==> config.mk <==
export PLATFORM = sky130hd
export DESIGN_NAME = rtc_i2c_slave_port
export DESIGN_NICKNAME = d
export VERILOG_FILES = /design/src/core/rtc_i2c_pkg.sv /design/src/core/reg_memory.sv /design/src/core/commit_fifo.sv /design/src/core/rtc_i2c_slave_port.sv
export SDC_FILE = /design/constraint.sdc
export NUM_CORES = 1
export LEC_CHECK = 0
export BUFFER_PORTS_ARGS = -buffer_cell sky130_fd_sc_hd__buf_4
export CAP_MARGIN = 20
export CORE_AREA = 2 2 387 389
export DETAILED_ROUTE_END_ITERATION = 10
export DIE_AREA = 0 0 389 391
export GPL_ROUTABILITY_DRIVEN = 0
export PLACE_DENSITY = 0.41
export SKIP_CTS_REPAIR_TIMING = 1
export SLEW_MARGIN = 20
export SYNTH_ARGS = -nofsm -noshare
export SYNTH_HDL_FRONTEND = slang
export SYNTH_SLANG_ARGS = --single-unit
==> constraint.sdc <==
create_clock -name clk_sys -period 8.4 [get_ports clk_sys]
set_input_delay 1.68 -clock clk_sys [delete_from_list [all_inputs] [get_ports clk_sys]]
set_output_delay 1.68 -clock clk_sys [all_outputs]
set_load 0.05 [all_outputs]
==> src/core/rtc_i2c_pkg.sv <==
// shared constants and types for the rtc two-wire slave port
package rtc_i2c_pkg;
    localparam logic [6:0] SLAVE_ADDR = 7'h68;
    localparam int ADDR_W = 6;
    localparam int DATA_W = 8;
    localparam int MEM_DEPTH = 64;
    localparam int CLOCK_REGS = 8;
    localparam int COMMIT_W = ADDR_W + DATA_W;
    localparam int FIFO_DEPTH = 16;
    localparam logic [ADDR_W-1:0] PTR_RESET = 6'h00;
    localparam logic [ADDR_W-1:0] PTR_FIRST = 6'h00;
    localparam logic [ADDR_W-1:0] PTR_LAST = 6'h3f;
    localparam logic [ADDR_W-1:0] PTR_STEP = 6'h01;
    localparam logic [3:0] BIT_RESET = 4'h0;
    localparam logic [3:0] BIT_LAST = 4'h8;
    localparam logic [DATA_W-1:0] BYTE_RESET = 8'h00;
    localparam int DIR_POS = 0;

    typedef enum logic [9:0] {
        ST_IDLE = 10'h001,
        ST_ADDR = 10'h002,
        ST_ADDR_ACK = 10'h004,
        ST_PTR = 10'h008,
        ST_PTR_ACK = 10'h010,
        ST_WDATA = 10'h020,
        ST_WDATA_ACK = 10'h040,
        ST_RDATA = 10'h080,
        ST_RDATA_ACK = 10'h100,
        ST_IGNORE = 10'h200
    } port_state_type;
endpackage : rtc_i2c_pkg

==> src/core/reg_memory.sv <==
// register and ram storage with registered read data
`timescale 1ns/10ps
module reg_memory #(
    parameter int WIDTH = 8,
    parameter int DEPTH = 64,
    parameter int AW = 6
) (
    input wire logic clk_sys,
    input wire logic we,
    input wire logic [AW-1:0] waddr,
    input wire logic [WIDTH-1:0] wdata,
    input wire logic [AW-1:0] raddr,
    output logic [WIDTH-1:0] rdata
);
    logic [WIDTH-1:0] store [DEPTH];

    always_ff @(posedge clk_sys) begin
        if (we) begin
            store[waddr] <= wdata;
        end
    end

    always_ff @(posedge clk_sys) begin
        rdata <= store[raddr];
    end
endmodule : reg_memory

==> src/core/commit_fifo.sv <==
// fifo with registered output stage for committed writes
`timescale 1ns/10ps
module commit_fifo #(
    parameter int WIDTH = 14,
    parameter int DEPTH = 16
) (
    input wire logic clk_sys,
    input wire logic reset_n,
    input wire logic in_valid,
    output logic in_ready,
    input wire logic [WIDTH-1:0] in_data,
    output logic out_valid,
    input wire logic out_ready,
    output logic [WIDTH-1:0] out_data
);
    localparam int PW = $clog2(DEPTH);
    localparam int CW = $clog2(DEPTH + 1);
    localparam logic [CW-1:0] FULL = CW'(DEPTH);

    logic [WIDTH-1:0] store [DEPTH];
    logic [PW-1:0] wptr;
    logic [PW-1:0] rptr;
    logic [CW-1:0] count;
    logic push;
    logic pop;

    assign in_ready = (count != FULL);
    assign push = in_valid && in_ready;
    assign pop = (!out_valid || out_ready) && (count != '0);

    always_ff @(posedge clk_sys) begin
        if (push) begin
            store[wptr] <= in_data;
        end
    end

    always_ff @(posedge clk_sys) begin
        if (!reset_n) begin
            wptr <= '0;
            rptr <= '0;
            count <= '0;
        end else begin
            if (push) begin
                wptr <= PW'(wptr + 1'b1);
            end
            if (pop) begin
                rptr <= PW'(rptr + 1'b1);
            end
            if (push && !pop) begin
                count <= CW'(count + 1'b1);
            end else if (pop && !push) begin
                count <= CW'(count - 1'b1);
            end
        end
    end

    always_ff @(posedge clk_sys) begin
        if (!reset_n) begin
            out_valid <= 1'b0;
            out_data <= '0;
        end else if (pop) begin
            out_valid <= 1'b1;
            out_data <= store[rptr];
        end else if (out_ready) begin
            out_valid <= 1'b0;
        end
    end
endmodule : commit_fifo

==> src/core/rtc_i2c_slave_port.sv <==
// two-wire slave port of the real-time clock
// Operation
// RULE1 - sda falling while scl high is start
// RULE2 - sda rising while scl high is stop
// RULE3 - sda changes only while scl low
// RULE4 - master starts only on idle bus
// RULE5 - eight-bit bytes plus receiver acknowledge bit
// RULE6 - scl at most 100khz standard mode
// RULE7 - acknowledger holds sda low through high
// RULE8 - master gives ninth clock per byte
// RULE9 - every byte shifted msb first
// RULE10 - respond only to address 1101000, write 0
// RULE11 - direction 1 makes device transmitter
// RULE12 - acknowledge matched address on ninth clock
// RULE13 - first write byte loads register pointer
// RULE14 - later write bytes stored, pointer increments
// RULE15 - reads start at current register pointer
// RULE16 - pointer advances after each read byte
// RULE17 - master nacks only final read byte
// RULE18 - after nack release sda, stop sending
// RULE19 - repeated start begins fresh address byte
// RULE20 - any number of bytes per transfer; a write byte refused by a full commit fifo is nacked and ends the write
// RULE21 - master makes all scl, start, stop
// RULE22 - pointer wraps from 3f to 00
// RULE23 - start copies live time into snapshot
// RULE24 - write commits when device drives acknowledge
// RULE25 - address mismatch: release sda, ignore bus
// RULE26 - start or stop aborts partial byte
`timescale 1ns/10ps
module rtc_i2c_slave_port (
    input wire logic clk_sys,
    input wire logic reset_n,
    input wire logic scl_in,
    input wire logic sda_in,
    output logic sda_out,
    output logic sda_oe,
    input wire logic [rtc_i2c_pkg::CLOCK_REGS*rtc_i2c_pkg::DATA_W-1:0] time_live,
    output logic commit_valid,
    input wire logic commit_ready,
    output logic [rtc_i2c_pkg::ADDR_W-1:0] commit_addr,
    output logic [rtc_i2c_pkg::DATA_W-1:0] commit_data
);
    import rtc_i2c_pkg::*;

    port_state_type state;
    logic scl_m;
    logic scl_s;
    logic scl_q;
    logic sda_m;
    logic sda_s;
    logic sda_q;
    logic rise_ev;
    logic fall_ev;
    logic start_det;
    logic stop_det;
    logic byte_end;
    logic receiving;
    logic addr_hit;
    logic dir_read;
    logic wr_accept;
    logic fifo_in_ready;
    logic [3:0] bit_cnt;
    logic [DATA_W-1:0] shift;
    logic [DATA_W-1:0] tx;
    logic [ADDR_W-1:0] ptr;
    logic [DATA_W-1:0] mem_q;
    logic [DATA_W-1:0] read_byte;
    logic [DATA_W-1:0] snap [CLOCK_REGS];
    logic [COMMIT_W-1:0] commit_word;

    // pins come from the master's domain: two flops before any use
    always_ff @(posedge clk_sys) begin
        if (!reset_n) begin
            scl_m <= 1'b1;
            scl_s <= 1'b1;
            scl_q <= 1'b1;
            sda_m <= 1'b1;
            sda_s <= 1'b1;
            sda_q <= 1'b1;
        end else begin
            scl_m <= scl_in;
            scl_s <= scl_m;
            scl_q <= scl_s;
            sda_m <= sda_in;
            sda_s <= sda_m;
            sda_q <= sda_s;
        end
    end

    assign rise_ev = scl_s && !scl_q;
    assign fall_ev = !scl_s && scl_q;
    // scl held high across both samples, so only sda moved
    assign start_det = scl_s && scl_q && sda_q && !sda_s; // [RULE1] [RULE19]
    assign stop_det = scl_s && scl_q && !sda_q && sda_s; // [RULE2]
    assign byte_end = fall_ev && (bit_cnt == BIT_LAST); // [RULE5]
    assign receiving = (state == ST_ADDR) || (state == ST_PTR) || (state == ST_WDATA);
    assign addr_hit = (shift[DATA_W-1:1] == SLAVE_ADDR); // [RULE10]
    assign wr_accept = (state == ST_WDATA) && byte_end && fifo_in_ready;
    assign read_byte = (ptr < ADDR_W'(CLOCK_REGS)) ? snap[ptr[2:0]] : mem_q; // [RULE23]
    assign commit_word = {ptr, shift};

    // state sequencing; start and stop win over any byte in flight
    always_ff @(posedge clk_sys) begin
        if (!reset_n) begin
            state <= ST_IDLE;
        end else if (start_det) begin
            state <= ST_ADDR; // [RULE19] [RULE26]
        end else if (stop_det) begin
            state <= ST_IDLE; // [RULE26]
        end else begin
            case (state)
                ST_ADDR: begin
                    if (byte_end) begin
                        state <= addr_hit ? ST_ADDR_ACK : ST_IGNORE; // [RULE25]
                    end
                end
                ST_ADDR_ACK: begin
                    if (fall_ev) begin
                        state <= dir_read ? ST_RDATA : ST_PTR; // [RULE11]
                    end
                end
                ST_PTR: begin
                    if (byte_end) begin
                        state <= ST_PTR_ACK;
                    end
                end
                ST_PTR_ACK: begin
                    if (fall_ev) begin
                        state <= ST_WDATA;
                    end
                end
                ST_WDATA: begin
                    // a full commit queue answers with a nack and drops out
                    if (byte_end) begin
                        state <= fifo_in_ready ? ST_WDATA_ACK : ST_IGNORE;
                    end
                end
                ST_WDATA_ACK: begin
                    if (fall_ev) begin
                        state <= ST_WDATA; // [RULE20]
                    end
                end
                ST_RDATA: begin
                    if (byte_end) begin
                        state <= ST_RDATA_ACK;
                    end
                end
                ST_RDATA_ACK: begin
                    if (rise_ev && sda_s) begin
                        state <= ST_IGNORE; // [RULE18]
                    end else if (fall_ev) begin
                        state <= ST_RDATA; // [RULE20]
                    end
                end
                default: begin
                    state <= state;
                end
            endcase
        end
    end

    always_ff @(posedge clk_sys) begin
        if (!reset_n) begin
            bit_cnt <= BIT_RESET;
        end else if (start_det || stop_det) begin
            bit_cnt <= BIT_RESET; // [RULE26]
        end else if (byte_end) begin
            bit_cnt <= BIT_RESET;
        end else if (rise_ev && (receiving || state == ST_RDATA)) begin
            bit_cnt <= 4'(bit_cnt + 1'b1); // [RULE3]
        end
    end

    // sampled on the scl rise, where the line is stable
    always_ff @(posedge clk_sys) begin
        if (!reset_n) begin
            shift <= BYTE_RESET;
        end else if (rise_ev && receiving) begin
            shift <= {shift[DATA_W-2:0], sda_s}; // [RULE3] [RULE9]
        end
    end

    always_ff @(posedge clk_sys) begin
        if (!reset_n) begin
            dir_read <= 1'b0;
        end else if (state == ST_ADDR && byte_end) begin
            dir_read <= shift[DIR_POS]; // [RULE10] [RULE11]
        end
    end

    always_ff @(posedge clk_sys) begin
        if (!reset_n) begin
            tx <= BYTE_RESET;
        end else if (fall_ev && state == ST_ADDR_ACK && dir_read) begin
            tx <= read_byte; // [RULE15]
        end else if (fall_ev && state == ST_RDATA_ACK) begin
            tx <= read_byte;
        end else if (fall_ev && state == ST_RDATA && !byte_end) begin
            tx <= {tx[DATA_W-2:0], 1'b0}; // [RULE9]
        end
    end

    // open drain: only ever pull low, release means enable off
    always_ff @(posedge clk_sys) begin
        if (!reset_n) begin
            sda_out <= 1'b0;
        end else begin
            sda_out <= 1'b0;
        end
    end

    // every change lands one cycle after a detected scl fall, except the release on a detected start or stop
    always_ff @(posedge clk_sys) begin
        if (!reset_n) begin
            sda_oe <= 1'b0;
        end else if (start_det || stop_det) begin
            sda_oe <= 1'b0;
        end else begin
            case (state)
                ST_ADDR: begin
                    if (byte_end) begin
                        sda_oe <= addr_hit; // [RULE12] [RULE25] [RULE7]
                    end
                end
                ST_ADDR_ACK: begin
                    if (fall_ev) begin
                        sda_oe <= dir_read ? !read_byte[DATA_W-1] : 1'b0; // [RULE3]
                    end
                end
                ST_PTR: begin
                    if (byte_end) begin
                        sda_oe <= 1'b1; // [RULE13] [RULE7]
                    end
                end
                ST_WDATA: begin
                    if (byte_end) begin
                        sda_oe <= fifo_in_ready; // [RULE14] [RULE24]
                    end
                end
                ST_RDATA: begin
                    if (byte_end) begin
                        sda_oe <= 1'b0;
                    end else if (fall_ev) begin
                        sda_oe <= !tx[DATA_W-2]; // [RULE3]
                    end
                end
                ST_RDATA_ACK: begin
                    if (rise_ev && sda_s) begin
                        sda_oe <= 1'b0; // [RULE18]
                    end else if (fall_ev) begin
                        sda_oe <= !read_byte[DATA_W-1];
                    end
                end
                default: begin
                    if (fall_ev) begin
                        sda_oe <= 1'b0;
                    end
                end
            endcase
        end
    end

    // pointer survives transfers so a bare read resumes where it was
    always_ff @(posedge clk_sys) begin
        if (!reset_n) begin
            ptr <= PTR_RESET;
        end else if (state == ST_PTR && byte_end) begin
            ptr <= shift[ADDR_W-1:0]; // [RULE13]
        end else if (wr_accept || (state == ST_RDATA && byte_end)) begin
            if (ptr == PTR_LAST) begin
                ptr <= PTR_FIRST; // [RULE22]
            end else begin
                ptr <= ptr + PTR_STEP; // [RULE14] [RULE16]
            end
        end
    end

    generate
        for (genvar i = 0; i < CLOCK_REGS; i++) begin : g_snap
            always_ff @(posedge clk_sys) begin
                if (!reset_n) begin
                    snap[i] <= BYTE_RESET;
                end else if (start_det) begin
                    snap[i] <= time_live[i*DATA_W +: DATA_W]; // [RULE23]
                end
            end
        end
    endgenerate

    reg_memory #(
        .WIDTH(DATA_W),
        .DEPTH(MEM_DEPTH),
        .AW(ADDR_W)
    ) u_mem (
        .clk_sys(clk_sys),
        .we(wr_accept),
        .waddr(ptr),
        .wdata(shift),
        .raddr(ptr),
        .rdata(mem_q)
    );

    // committed bytes queue toward the timekeeping logic
    commit_fifo #(
        .WIDTH(COMMIT_W),
        .DEPTH(FIFO_DEPTH)
    ) u_fifo (
        .clk_sys(clk_sys),
        .reset_n(reset_n),
        .in_valid(wr_accept), // [RULE24]
        .in_ready(fifo_in_ready),
        .in_data(commit_word),
        .out_valid(commit_valid),
        .out_ready(commit_ready),
        .out_data({commit_addr, commit_data})
    );
endmodule : rtc_i2c_slave_port

Word level (Yosys, flattened, before mapping) --
Memory sizes are Yosys's and may differ from the RTL's. A register that Yosys moved wholly into a read port is not among the register bits. Cells that the tools add are included.
Storage, ports and cells: output and inout port bits 17, register bits after elaboration 57, RAM bits 800, input port bits 69, memories 3, logic and storage cells 175
Operators by class: eq/ne operators 27, add/subtract/negate cells 6, magnitude comparators 1, muxes and demuxes 54, reductions and logical operators 57, bitwise gates (word level) 9
Memory list:
- u_mem.store | depth 64, bits a word 8, read ports 1, clocked after memory_dff 1, wr ports 1, RTL line reg_memory.sv:15 | logic [WIDTH-1:0] store [DEPTH];
- u_fifo.store | depth 16, bits a word 14, read ports 1, clocked after memory_dff 1, wr ports 1, RTL line commit_fifo.sv:20 | logic [WIDTH-1:0] store [DEPTH];
- snap | depth 8, bits a word 8, read ports 1, clocked after memory_dff 1, wr ports 8, RTL line rtc_i2c_slave_port.sv:68 | logic [DATA_W-1:0] snap [CLOCK_REGS];
Operators by type and width (count):
- 10-bit two-way mux | 10
- 8-bit two-way mux | 10
- 10-bit one-hot mux with 7 select lines | 1
- 1-bit logical AND | 25
- 7-bit two-way mux | 3
- 1-bit two-way mux | 20
- 4-bit != test (second input constant) | 5
- 6-bit two-way mux | 3
- 8-bit AND reduction | 2
- 4-bit by 1-bit adder with 4-bit output (second input constant) | 3
- 1-bit zero test | 11
- 10-bit by 2-bit equality test with 1-bit output (second input constant) | 1
- 10-bit by 3-bit equality test with 1-bit output (second input constant) | 1
- 10-bit by 4-bit equality test with 1-bit output (second input constant) | 1
- 10-bit by 5-bit equality test with 1-bit output (second input constant) | 1
- 10-bit by 6-bit equality test with 1-bit output (second input constant) | 1
- 10-bit by 7-bit equality test with 1-bit output (second input constant) | 1
- 10-bit by 8-bit equality test with 1-bit output (second input constant) | 1
- 10-bit by 9-bit equality test with 1-bit output (second input constant) | 1
- 5-bit two-way mux | 2
- 2-bit != test (second input constant) | 5
- 9-bit nonzero test | 1
- 1-bit OR | 8
- 7-bit equality test (second input constant) | 1
- other kinds (25) | 36

Depth between registers and ports, before layout --
word-level depth 10, gate-level depth with buffers 15, depth with buffers taken out 13

Cells and area by module --
From an unflattened synthesis, not the netlist that was laid out.
Unflattened totals: cell total of the unflattened synthesis 1890, area, all modules 35298.9 um2
Modules (own cells, without submodules):
- reg_memory | cells each 940, seq. area each 15534.9 um2, area an instance 20166.8 um2, instances 1
- commit_fifo | cells each 482, seq. area each 7287.0 um2, area an instance 9850.7 um2, instances 1
- rtc_i2c_slave_port | cells each 468, seq. area each 2842.7 um2, area an instance 5281.3 um2, instances 1

Least setup slack after synthesis --
No wires, ideal clock.
kind input-to-reg, start point input reset_n, end point memory snap[0][0] (enable), stages 3, arrival 3324 ps, path slack 4385 ps, path through clkbuf_1 > clkbuf_1 > nand2_1
RTL lines:
- from (decl) | RTL line rtc_i2c_slave_port.sv:32 | input wire logic reset_n,
- to (decl) | RTL line rtc_i2c_slave_port.sv:68

Final worst setup path --
start point register scl_s, end point register u_fifo.count[4]
Between the ends: cells in the longest elaborated chain, start to end 9
RTL lines:
- from (decl) | RTL line rtc_i2c_slave_port.sv:47 | logic scl_s;
- from (signal assigned) | RTL line rtc_i2c_slave_port.sv:82 | scl_s <= scl_m;
- 1-bit zero test * | RTL line rtc_i2c_slave_port.sv:91 | assign fall_ev = !scl_s && scl_q;
- 1-bit logical AND * | RTL line rtc_i2c_slave_port.sv:91
- 1-bit logical AND * | RTL line rtc_i2c_slave_port.sv:95 | assign byte_end = fall_ev && (bit_cnt == BIT_LAST);
- 1-bit logical AND * (2 in series) | RTL line rtc_i2c_slave_port.sv:98 | assign wr_accept = (state == ST_WDATA) && byte_end && fifo_in_ready;
- 1-bit logical AND * | RTL line commit_fifo.sv:28 | assign push = in_valid && in_ready;
- 1-bit zero test | RTL line commit_fifo.sv:51 | end else if (pop && !push) begin
- 1-bit logical AND | RTL line commit_fifo.sv:51
- 2-bit nonzero test (no source line)
- to (signal assigned) | RTL line commit_fifo.sv:50 | count <= CW'(count + 1'b1);
- to (signal assigned) | RTL line commit_fifo.sv:52 | count <= CW'(count - 1'b1);
- to (decl) | RTL line commit_fifo.sv:23 | logic [CW-1:0] count;
Mark *: on every way between the ends. The rest lies on a longest branch, timed or not. A chain may end at the register's enable or synchronous reset.

==> run metrics <==
outcome=finished clean; average size of a mapped cell=17.0 um2; Worst Setup Slack post-DPL=4.32 ns; total global routing track utilization=13.3%; post-synthesis cell area=35,200 um2; drt initial violations=1,574; via count=19,434; wire length of the first global-routing pass=148 mm; CP max FO=16; number of global-route vias before repair=20,079; global route total overflow=0; CTS Buffer Depth=3; placeable core region=149,000 um2; endpoint of the worst hold path=sda_s; DRC=0; Finish-stage setup viols=0; type of the worst setup path=flop to flop; number of cells produced by synthesis=2,071; worst r2r dst=u_fifo.count[4]; final instance area=41,500 um2; PortBufs=84; register-to-register path setup slack=4.68 ns; Most used DFF post-synth=sky130_fd_sc_hd__edfxtp_1; Worst Hold Path Cells=1; final worst-path setup slack=4.68 ns; fraction of synthesis flops using an asynchronous set or reset pin=0%; most frequent cells in the layout=sky130_fd_sc_hd__edfxtp_1 (800), sky130_fd_sc_hd__buf_4 (132), sky130_fd_sc_hd__nand2_1 (127); number of max-capacitance violations reported=0; placement row count=142; share of post-route cells with drive strength above 1=22.2%; fraction of the yosys area taken by sequential cells=72.8%; arrival time at the worst endpoint=4.32 ns; wire per inst=24.4 um; area grow syn2layout=17.7%; clock latency reported for the late side of the worst-skew pair=0.71 ns; 1st-pass router iterations=7; starting density of the core=23.7%; Fin Setup TNS=0 ns; final HPWL from detailed placement=62.6 mm; Worst-path clk slew=0.06 ns; Top-Level Pins=86; maximum number of pins on one net before global-route repair=84; DRT Wirelength=103 mm; Hold WC Path Type=flop to flop; kind of start point of the critical path=flop; start point of the worst min-delay path=sda_m; CTS Buf Count=98; placement-stage cell area=38,200 um2; Leakage=13.1 nW; peak supply drop=0.154 mV; number of cells in the design after placement=4,022; PwrDens=222 nW/um2; die outline area=152,000 um2; startpoint of the worst-slack reg-to-reg timing path=scl_s; number of non-filler instances in the completed layout=4,204; post-route fraction of the period consumed by the critical path=44.3%; required time reported for the critical path endpoint=9.00 ns; final antenna-violating net count=0; number of warning messages in the yosys log=0; Final nets=2,261; routed via count divided by cell count=4.62; number of antenna violations at the first check in global routing=3; clock tree from TritonCTS=yes; overall die width=389 um; sink count of the clock tree=882; Rel. slew slack=25.6%; number of enable-type register cells in the synthesized netlist=800; Clk Tree Root Cell=sky130_fd_sc_hd__clkbuf_16; Fin Clk Skew=0.0418 ns; minimum clock period after layout=3.72 ns; FF-to-FF path depth=12; total power draw=9.21 mW; kind of capture point of the worst setup path=flop; most frequent standard cell in the layout excluding fill and tap cells=sky130_fd_sc_hd__edfxtp_1; post-synth net total=2,153; distinct cell type count of the synthesized netlist=81; setup repair after global routing missed its margin=false; die outline height=391 um; highest clock frequency the design can meet=269 MHz; count of pins over their slew limit=0; number of storage elements in the synthesis netlist=882; CTS H-Tree Depth=3; actual slew at the worst max-slew pin=1.12 ns; number of diodes=0; final hold violation count=0
==> critical path, cell delays in order (launching register included) <==
cell and delay [ns]:
sky130_fd_sc_hd__dfxtp_1 0.37, sky130_fd_sc_hd__nand2b_1 0.34, sky130_fd_sc_hd__or3_1 0.62, sky130_fd_sc_hd__nor3_4 0.23
sky130_fd_sc_hd__buf_4 0.34, sky130_fd_sc_hd__ha_1 0.26, sky130_fd_sc_hd__inv_1 0.11, sky130_fd_sc_hd__fa_1 0.42
sky130_fd_sc_hd__a21o_1 0.20, sky130_fd_sc_hd__a21oi_1 0.18, sky130_fd_sc_hd__xnor2_1 0.10, sky130_fd_sc_hd__or3_1 0.31
sky130_fd_sc_hd__a21oi_1 0.15
==> metal layers <==
layer	GRT usage, %	vias to the layer above	wire (um)
met5	0	-	12
met4	3.31	2	2110
met3	2.30	145	4410
met2	22.5	513	50800
met1	17.6	10268	45400
li1	-	8506	-
==> state kept, by name, indices dropped and copies added (netlist names), 5 cells and up, named ones only <==
signal	cells
snap	64
u_fifo.store	224
u_fifo.count	5
state	10
ptr	6
u_mem.store	512
u_mem.rdata	8
u_fifo.out_data	14
tx	7
shift	8
==> cell families (layout without fill, tap and decap cells) <==
family	after synthesis	count (layout)	synth area share, %
fa+ha+maj	13	13	0.483
other cells	1	1	0.0106
flops	882	882	72.8
simple gates	470	470	6.86
compound gates	309	309	6.40
mux	237	237	11.2
buf+inv	143	332	1.79
xor+xnor	16	16	0.398
==> layout make-up <==
class | instances | area [um2]
fillers | 14808 | 107000
flip-flops and latches | 882 | 25700
multi-input cells | 1046 | 8970
clock buffers | 127 | 2720
well taps | 1944 | 2430
repair buffers | 134 | 1030
clock inverters | 54 | 568
inverters | 17 | 63.8
==> cell usage after synthesis, types with 10 or more instances <==
library cell                 n  area (um2)
sky130_fd_sc_hd__mux2i_1    78         781
sky130_fd_sc_hd__inv_1      16        60.1
sky130_fd_sc_hd__a31oi_1    17         106
sky130_fd_sc_hd__mux4_2    123        2770
sky130_fd_sc_hd__dfxtp_1    82        1640
sky130_fd_sc_hd__edfxtp_1  800       24000
sky130_fd_sc_hd__a221oi_1   50         438
sky130_fd_sc_hd__nor3_1     14        70.1
sky130_fd_sc_hd__nor2_1    112         420
sky130_fd_sc_hd__buf_2      45         225
sky130_fd_sc_hd__nor2b_1    13        81.3
sky130_fd_sc_hd__a22oi_1    48         360
sky130_fd_sc_hd__ha_1       12         150
sky130_fd_sc_hd__nand3_1    11        55.1
sky130_fd_sc_hd__and2_1     87         544
sky130_fd_sc_hd__a21oi_1    36         180
sky130_fd_sc_hd__buf_1      10        37.5
sky130_fd_sc_hd__o21ai_0    51         255
sky130_fd_sc_hd__xnor2_1    10        87.6
sky130_fd_sc_hd__o22ai_1    13        81.3
sky130_fd_sc_hd__nand2b_1   18         113
sky130_fd_sc_hd__clkbuf_1   62         233
sky130_fd_sc_hd__nand4_1    22         138
sky130_fd_sc_hd__a211oi_1   14         105
sky130_fd_sc_hd__nand2_1   128         480
sky130_fd_sc_hd__mux2_2     36         405
==> worst max-delay path by stage <==
| stage | from | endpoint | slack (ns) | cells after the start |
|---|---|---|---|---|
| 2_1_floorplan | reset_n | snap[0][0] | 4.39 | 3 |
| 3_3_place_gp | commit_ready | u_fifo.count[4] | 4.23 | 13 |
| 3_5_place_dp | commit_ready | u_fifo.count[4] | 4.32 | 13 |
| 4_1_cts | scl_s | u_fifo.count[4] | 4.62 | 12 |
| 5_1_grt | scl_s | u_fifo.count[4] | 4.39 | 12 |
| 6_report | scl_s | u_fifo.count[4] | 4.68 | 12 |
==> power by group <==
group	total, mW	leakage, nW	switching (mW)	internal, mW
Clock	4.40	1.62	1.81	2.59
Combinational	0.0691	3.29	0.0372	0.0319
Sequential	4.74	8.16	0.00659	4.74
Total	9.21	13.1	1.85	7.36
==> through the flow <==
stage	hold slack, ns	util, %
floorplan	0.386	-
global placement	0.396	25.7
detailed placement	0.406	25.7
CTS	0.417	27.9
global route	0.431	27.9
finish	0.412	27.9
No activity file was read; power rests on OpenSTA's default activity.
